[src/logic/dmt_defs.svh]
// offsets, field positions and reset values of the modulator tuning bank
`ifndef DMT_DEFS_SVH
`define DMT_DEFS_SVH
`define DMT_ADDR_W 8
`define DMT_OFS_SHUF 8'h10
`define DMT_OFS_SCALE 8'h11
`define DMT_OFS_PCOEF 8'h12
`define DMT_OFS_PGAIN 8'h13
`define DMT_OFS_SCOEF 8'h14
`define DMT_SHUF_LSB 4
`define DMT_DITHER_POLARITY_BIT 0
`define DMT_LSC_BIT 7
`define DMT_RSC_BIT 3
`define DMT_LG_BIT 7
`define DMT_LUB_BIT 5
`define DMT_RG_BIT 3
`define DMT_RUB_BIT 1
`define DMT_SHUF_RST 2'h2
`define DMT_MASK_SHUF 8'h31
`define DMT_MASK_SCALE 8'h88
`define DMT_MASK_PGAIN 8'haa
`endif

[src/logic/dmt_pkg.sv]
// types shared by the modulator tuning bank
package dmt_pkg;
  typedef enum logic [1:0] {
    DMT_SHUF_NONE = 2'b00,
    DMT_SHUF_INT = 2'b01,
    DMT_SHUF_GLOBAL = 2'b10,
    DMT_SHUF_NONE_ALT = 2'b11
  } dmt_shuffle_e;
  typedef struct packed {
    logic a_zero;
    logic b_first_zero;
    logic b_second_zero;
    logic b_third_zero;
  } dmt_coef_s;
  typedef struct packed {
    logic wr;
    logic rd;
    logic [7:0] addr;
    logic [7:0] wdata;
  } dmt_req_s;
  typedef struct packed {
    logic shuffle_int;
    logic shuffle_global;
    logic dither_polarity;
    logic left_path_scale;
    logic right_path_scale;
    dmt_coef_s left_pri;
    dmt_coef_s right_pri;
    dmt_coef_s left_sec;
    dmt_coef_s right_sec;
    logic left_pri_loop_gain;
    logic left_pri_upper_count;
    logic right_pri_loop_gain;
    logic right_pri_upper_count;
  } dmt_cfg_s;
  typedef struct packed {
    logic [7:0] shuf;
    logic [7:0] scale;
    logic [7:0] pcoef;
    logic [7:0] pgain;
    logic [7:0] scoef;
    logic [7:0] rdata;
  } dmt_state_s;
endpackage

[src/logic/dmt_tuning_regs.sv]
// register bank tuning the delta-sigma dac modulators
// Overview of operation
// - two-bit shuffle field: none, internal, global
// - shuffle field resets to global
// - bit 0 picks dither polarity, resets zero
// - left path scale select, resets zero
// - right path scale select, resets zero
// - left primary coefficient zero bits
// - right primary coefficient zero bits, reset normal
// - left primary loop gain select
// - left primary upper bit count
// - right primary loop gain select
// - right primary upper bit count
// - secondary coefficient zero bits, reset normal
`timescale 1ns/1ps
`include "dmt_defs.svh"
module dmt_tuning_regs (
  // clock and reset
  input wire logic clk_sys,
  input wire logic nrst,
  // host control port, one access per strobe
  input wire dmt_pkg::dmt_req_s req,
  output logic [7:0] rdata,
  output logic rvalid,
  // modulator controls
  output dmt_pkg::dmt_cfg_s cfg
);
  import dmt_pkg::*;
  dmt_state_s st_reg;
  dmt_state_s st_next;
  logic rvalid_reg;
  logic sh_int;
  logic sh_glb;

  // masks keep reserved bits at zero so they never reach the modulators
  always_comb begin
    st_next = st_reg;
    if (req.wr) begin
      unique case (req.addr)
        `DMT_OFS_SHUF: st_next.shuf = req.wdata & `DMT_MASK_SHUF;
        `DMT_OFS_SCALE: st_next.scale = req.wdata & `DMT_MASK_SCALE;
        `DMT_OFS_PCOEF: st_next.pcoef = req.wdata;
        `DMT_OFS_PGAIN: st_next.pgain = req.wdata & `DMT_MASK_PGAIN;
        `DMT_OFS_SCOEF: st_next.scoef = req.wdata;
        default: ;
      endcase
    end
    if (req.rd) begin
      unique case (req.addr)
        `DMT_OFS_SHUF: st_next.rdata = st_reg.shuf;
        `DMT_OFS_SCALE: st_next.rdata = st_reg.scale;
        `DMT_OFS_PCOEF: st_next.rdata = st_reg.pcoef;
        `DMT_OFS_PGAIN: st_next.rdata = st_reg.pgain;
        `DMT_OFS_SCOEF: st_next.rdata = st_reg.scoef;
        default: st_next.rdata = 8'h00; // unmapped reads zero
      endcase
    end
  end

  always_ff @(posedge clk_sys or negedge nrst) begin
    if (!nrst) begin
      st_reg <= '0;
      st_reg.shuf <= 8'h20;
      rvalid_reg <= 1'b0;
    end else begin
      st_reg <= st_next;
      rvalid_reg <= req.rd;
    end
  end

  dmt_shuffle_dec u_dec (
    .output_shuffle_mode(dmt_shuffle_e'(st_reg.shuf[`DMT_SHUF_LSB +: 2])),
    .shuffle_int(sh_int),
    .shuffle_global(sh_glb)
  );

  assign rdata = st_reg.rdata;
  assign rvalid = rvalid_reg;

  always_comb begin
    cfg.shuffle_int = sh_int;
    cfg.shuffle_global = sh_glb;
    cfg.dither_polarity = st_reg.shuf[`DMT_DITHER_POLARITY_BIT];
    cfg.left_path_scale = st_reg.scale[`DMT_LSC_BIT];
    cfg.right_path_scale = st_reg.scale[`DMT_RSC_BIT];
    cfg.left_pri = st_reg.pcoef[7:4];
    cfg.right_pri = st_reg.pcoef[3:0];
    cfg.left_sec = st_reg.scoef[7:4];
    cfg.right_sec = st_reg.scoef[3:0];
    cfg.left_pri_loop_gain = st_reg.pgain[`DMT_LG_BIT];
    cfg.left_pri_upper_count = st_reg.pgain[`DMT_LUB_BIT];
    cfg.right_pri_loop_gain = st_reg.pgain[`DMT_RG_BIT];
    cfg.right_pri_upper_count = st_reg.pgain[`DMT_RUB_BIT];
  end

  // assertions
  a_shuf_reset: assert property (@(posedge clk_sys) $rose(nrst) |->
    cfg.shuffle_global && !cfg.shuffle_int)
    else $error("shuffle not global after reset");
  a_shuf_write: assert property (@(posedge clk_sys) disable iff (!nrst)
    req.wr && req.addr == `DMT_OFS_SHUF |=>
    cfg.shuffle_int == ($past(req.wdata[5:4]) == 2'h1) &&
    cfg.shuffle_global == ($past(req.wdata[5:4]) == 2'h2))
    else $error("shuffle mode decode wrong");
  a_dither_polarity_write: assert property (@(posedge clk_sys) disable iff (!nrst)
    req.wr && req.addr == `DMT_OFS_SHUF |=>
    cfg.dither_polarity == $past(req.wdata[0]))
    else $error("dither polarity not taken");
  a_scale_write: assert property (@(posedge clk_sys) disable iff (!nrst)
    req.wr && req.addr == `DMT_OFS_SCALE |=>
    cfg.left_path_scale == $past(req.wdata[7]) &&
    cfg.right_path_scale == $past(req.wdata[3]))
    else $error("path scale not taken");
  a_pcoef_write: assert property (@(posedge clk_sys) disable iff (!nrst)
    req.wr && req.addr == `DMT_OFS_PCOEF |=>
    {cfg.left_pri, cfg.right_pri} == $past(req.wdata))
    else $error("primary coefficient bits wrong");
  a_scoef_write: assert property (@(posedge clk_sys) disable iff (!nrst)
    req.wr && req.addr == `DMT_OFS_SCOEF |=>
    {cfg.left_sec, cfg.right_sec} == $past(req.wdata))
    else $error("secondary coefficient bits wrong");
  a_gain_write: assert property (@(posedge clk_sys) disable iff (!nrst)
    req.wr && req.addr == `DMT_OFS_PGAIN |=>
    cfg.left_pri_loop_gain == $past(req.wdata[7]) &&
    cfg.left_pri_upper_count == $past(req.wdata[5]) &&
    cfg.right_pri_loop_gain == $past(req.wdata[3]) &&
    cfg.right_pri_upper_count == $past(req.wdata[1]))
    else $error("gain or upper count not taken");
  a_rsvd_read: assert property (@(posedge clk_sys) disable iff (!nrst)
    req.rd && req.addr == `DMT_OFS_PGAIN |=>
    (rdata & 8'h55) == 8'h00)
    else $error("reserved bits read nonzero");
  a_pcoef_reset: assert property (@(posedge clk_sys) $rose(nrst) |->
    {cfg.left_pri, cfg.right_pri, cfg.left_sec} == '0)
    else $error("coefficient bits not normal after reset");
  a_read_back: assert property (@(posedge clk_sys) disable iff (!nrst)
    req.wr && req.addr == `DMT_OFS_SCALE ##1
    req.rd && !req.wr && req.addr == `DMT_OFS_SCALE |=>
    rdata == ($past(req.wdata, 2) & 8'h88) && rvalid)
    else $error("scale read back wrong");
  a_unmapped_read: assert property (@(posedge clk_sys) disable iff (!nrst)
    req.rd && (req.addr < `DMT_OFS_SHUF || req.addr > `DMT_OFS_SCOEF) |=>
    rdata == 8'h00 && rvalid)
    else $error("unmapped read not zero");
  // a read in the same cycle as a write must return the value before it
  a_same_cycle_rd: assert property (@(posedge clk_sys) disable iff (!nrst)
    req.wr && req.rd && req.addr == `DMT_OFS_PCOEF |=>
    rdata == $past(st_reg.pcoef) && rvalid)
    else $error("same cycle read not old value");
  a_rvalid_idle: assert property (@(posedge clk_sys) disable iff (!nrst)
    !req.rd |=> !rvalid)
    else $error("read valid without a read");
endmodule

[src/logic/dmt_shuffle_dec.sv]
// decodes the output shuffle mode into its steering enables
`timescale 1ns/1ps
module dmt_shuffle_dec (
  // mode in
  input wire dmt_pkg::dmt_shuffle_e output_shuffle_mode,
  // steering out
  output logic shuffle_int,
  output logic shuffle_global
);
  import dmt_pkg::*;
  always_comb begin
    shuffle_int = 1'b0;
    shuffle_global = 1'b0;
    unique case (output_shuffle_mode)
      DMT_SHUF_INT: shuffle_int = 1'b1;
      DMT_SHUF_GLOBAL: shuffle_global = 1'b1;
      DMT_SHUF_NONE, DMT_SHUF_NONE_ALT: ;
    endcase
  end
endmodule

[config.mk]
export PLATFORM = sky130hd
export DESIGN_NAME = dmt_tuning_regs
export DESIGN_NICKNAME = d
export VERILOG_FILES = /design/src/logic/dmt_pkg.sv /design/src/logic/dmt_tuning_regs.sv /design/src/logic/dmt_shuffle_dec.sv
export VERILOG_INCLUDE_DIRS = /design/src /design/src/logic
export SDC_FILE = /design/constraint.sdc
export NUM_CORES = 1
export LEC_CHECK = 0
export BUFFER_PORTS_ARGS = -buffer_cell sky130_fd_sc_hd__buf_2
export CAP_MARGIN = 10
export CORE_MARGIN = 3
export CORE_UTILIZATION = 45
export CTS_BUF_LIST = sky130_fd_sc_hd__clkbuf_4 sky130_fd_sc_hd__clkbuf_8 sky130_fd_sc_hd__clkbuf_16
export CTS_CLUSTER_DIAMETER = 100
export DETAILED_ROUTE_END_ITERATION = 8
export GPL_ROUTABILITY_DRIVEN = 0
export HOLD_SLACK_MARGIN = 0.12
export MAX_ROUTING_LAYER = met4
export PLACE_DENSITY_LB_ADDON = 0.15
export SYNTH_ARGS = -nofsm -noshare
export SYNTH_HDL_FRONTEND = slang
export SYNTH_SLANG_ARGS = --single-unit
export TNS_END_PERCENT = 50
[constraint.sdc]
create_clock -name clk_sys -period 3.41 [get_ports clk_sys]
set_clock_uncertainty 0.1 [all_clocks]
set_input_delay 0.341 -clock clk_sys [delete_from_list [all_inputs] [get_ports clk_sys]]
set_output_delay 0.341 -clock clk_sys [all_outputs]
set_load 0.01 [all_outputs]
==> metrics list <==
* Run status: complete, no violations
- The tree is rooted in a sky130_fd_sc_hd__clkbuf_8.
- Counting the fill cells in the layout gives 362.
- Worst Path Class, Setup: input pin to register
- In this run the tightest slew margin relative to its limit is 49.9%.
- Based on the critical path, the design can be clocked at up to 579 MHz.
- Worst hold slack after final layout: 0.196 ns
- Of the cells placed in the final design, the portion with a size suffix greater than 1 is 53.6%.
- At the placement stage, the worst setup path has a slack of 1.40 ns.
* Global-route wire length before repair: 6330 um
* Total congestion overflow after global routing: 0
- Gate Count Post-Synth: 155
- The tree built by TritonCTS fans out to 34 sinks.
* Peak fanout along the critical path: 8
* Avg Vias per Cell: 5.37
- Die X: 71.0 um
- After detailed routing, the average wire length per cell comes to 16.5 um.
- In this run, the number of DRC markers left after iteration 0 of detailed routing was 79.
- Area growth from synthesis to layout: 9.55%
- STA classifies the critical path endpoint as a register.
- Tot GR Track Use: 16.6%
* Setup crit start kind: input pin
- In this run the mean area of a mapped cell was 12.3 um^2.
- Setup violations remaining at the end of the flow were counted as 0.
- For this block, the routed nets add up to 3740 um of wire.
* Via count of the first global-routing pass: 1240
- Once the floorplan was initialized, standard cells occupied 49.3% of the core.
- Flip-flop count of the largest register, all copies and words added: 23
- The core region is 3850 um^2.
- Post-Synthesis Net Count: 175
- Max-slew violation count: 0
* Router iterations before antenna repair: 4
- After detailed routing, the number of remaining DRC violations is 0.
- TritonCTS clock tree: done
- IO Count: 54
- Via total after detailed routing: 1218
* Distinct cell type count after synthesis: 28
* Final Hold Violating Endpoints: 0
- The die covers 5040 um^2.
- Setup repair after global routing missed its margin: no
- Number of H-tree branching levels: 2
- Period utilisation layout: 50.7%
- At the pin with the least slew margin, the transition time is 0.752 ns.
- At the worst endpoint, the arrival time is 1.79 ns.
- Port buffering added 53 buffers.
- From bottom edge to top edge, the die measures 71.0 um.
- Number of nets with antenna violations after detailed routing: 0
* Final setup TNS: 0 ns
- The number of clock buffers added by TritonCTS is 5.
- Registers take 852 um^2.
* Share of synthesized flip-flops with an asynchronous set or reset: 100%
- After layout, the minimum clock period comes to 1.73 ns.
- Pin count of the biggest net entering global routing: 35
* Post-CTS Setup Bufs: 0
* Most frequently used flop master after synthesis: sky130_fd_sc_hd__dfrtp_1
* Worst-case clock buffer depth: 2
- CTS clock-pin slew for the worst setup and hold paths: 0.07 ns
- Required time at the worst-slack endpoint: 3.48 ns
- At the later pin of the worst-skew pair, clock insertion delay measures 0.28 ns.
* Path category of the worst min-delay check: input pin to register
- Area taken by multi-input logic gates: 751 um^2
- Antenna Cells: 0
* Worst setup margin: 1.68 ns
* PD cells: 437 nW/um^2
- Max_cap viols: 0
- The initial antenna violation count came to 0.
* EDFF count, synth: 0
- Final HPWL from detailed placement: 2810 um
- Sequential cells were found to cover 44.9% of the synthesized design area.
- The initialized floorplan defines 22 standard-cell rows.
* Yosys warns: 0
- Net total in the final layout: 198
- After synthesis the netlist holds a flip-flop and latch count of 34.
- Maximum ir drop on the vdd rail: 284 uV
- For this run, the share of the core covered by cells in the final layout is 54.0%.
- After synthesis the cells add up to 1900 um^2.
- Leak Pwr: 1.11 nW
[worst max-delay path, stage by stage]
cell	delay (ns)
sky130_fd_sc_hd__buf_2	0.12
sky130_fd_sc_hd__nor4b_4	0.50
sky130_fd_sc_hd__nand4_2	0.44
sky130_fd_sc_hd__mux2_2	0.40
[placed cells by master (no fill, tap or decap), types with 2 or more instances in the layout]
cell	count
sky130_fd_sc_hd__a22o_1	2
sky130_fd_sc_hd__mux2i_1	2
sky130_fd_sc_hd__inv_1	6
sky130_fd_sc_hd__nand4_2	2
sky130_fd_sc_hd__clkbuf_8	6
sky130_fd_sc_hd__a211oi_1	4
sky130_fd_sc_hd__o22ai_1	6
sky130_fd_sc_hd__nor4bb_1	6
sky130_fd_sc_hd__nor2_1	2
sky130_fd_sc_hd__buf_2	53
sky130_fd_sc_hd__nor4b_4	2
sky130_fd_sc_hd__a2bb2oi_1	2
sky130_fd_sc_hd__a41o_1	2
sky130_fd_sc_hd__nor2b_1	8
sky130_fd_sc_hd__and4b_1	2
sky130_fd_sc_hd__mux2_2	28
sky130_fd_sc_hd__dfrtp_1	33
[stage by stage]
step	power, W	cells	instance area (um^2)
after global routing	0.000953	227	2080
final	0.000909	227	2080
after CTS	0.000919	227	2080
after floorplan	0.000503	155	1900
after global placement	0.000529	218	1950
after detailed placement	0.000531	218	1950
[worst paths after layout]
| path | from | endpoint | slack, ns | depth (start not counted) |
|---|---|---|---|---|
| max in group asynchronous | nrst | cfg[9] | 2.17 | 2 |
| min in group asynchronous | nrst | rdata[7] | 0.56 | 2 |
| min | req[16] | rvalid | 0.20 | 1 |
| max | req[13] | cfg[15] | 1.68 | 4 |
| min reg2reg | rdata[1] | rdata[1] | 0.43 | 2 |
| max reg2reg | cfg[9] | rdata[5] | 2.10 | 3 |
[power breakdown]
group | total [W] | internal (W) | switching [W]
logic | 0.0000936 | 0.0000422 | 0.0000514
registers | 0.000430 | 0.000419 | 0.0000111
clock network | 0.000385 | 0.000246 | 0.000139
[layer usage]
layer	global-route usage, %	share of wire [%]	vias up
li1	-	-	572
met1	22.2	47	600
met2	23.4	45	42
met3	5.68	6.8	4
met4	5.64	1.0	0
met5	-	0	-
[what timing repair did]
item | in CTS | in global routing
endpoints found under the setup margin | 0 | 0
hold buffers | 1 | 0
endpoints found under the hold margin | 33 | 0
gates resized for setup | 0 | 0
[cells by family after synthesis]
logic type | count (synthesis) | synth area share [%]
mux | 30 | 17.7
simple gates | 30 | 15.2
compound gates | 17 | 6.72
buf+inv | 44 | 15.6
flops | 34 | 44.9
[synth_stat cells, types with 2 or more instances]
library cell	count	area, um^2
sky130_fd_sc_hd__nor2b_1	8	50.1
sky130_fd_sc_hd__a22o_1	2	17.5
sky130_fd_sc_hd__clkbuf_1	4	15.0
sky130_fd_sc_hd__mux2i_1	2	20.0
sky130_fd_sc_hd__mux2_2	28	315
sky130_fd_sc_hd__nor4bb_1	6	60.1
sky130_fd_sc_hd__a41o_1	2	20.0
sky130_fd_sc_hd__a2bb2oi_1	2	17.5
sky130_fd_sc_hd__and4b_1	2	20.0
sky130_fd_sc_hd__a211oi_1	4	30.0
sky130_fd_sc_hd__nor2_1	2	7.51
sky130_fd_sc_hd__buf_4	33	248
sky130_fd_sc_hd__nor4b_4	2	47.6
sky130_fd_sc_hd__nand4_2	2	25.0
sky130_fd_sc_hd__dfrtp_1	33	826
sky130_fd_sc_hd__o22ai_1	6	37.5
sky130_fd_sc_hd__inv_1	6	22.5
[layout make-up]
cell class	instances	area share [%]
Sequential cell	34	40.9
Multi-Input combinational cell	77	36.1
Timing Repair Buffer	54	13.2
Clock buffer	7	4.33
Tap cell	48	2.89
Clock inverter	1	1.44
Inverter	6	1.08
(Power assumes the default switching activity.)
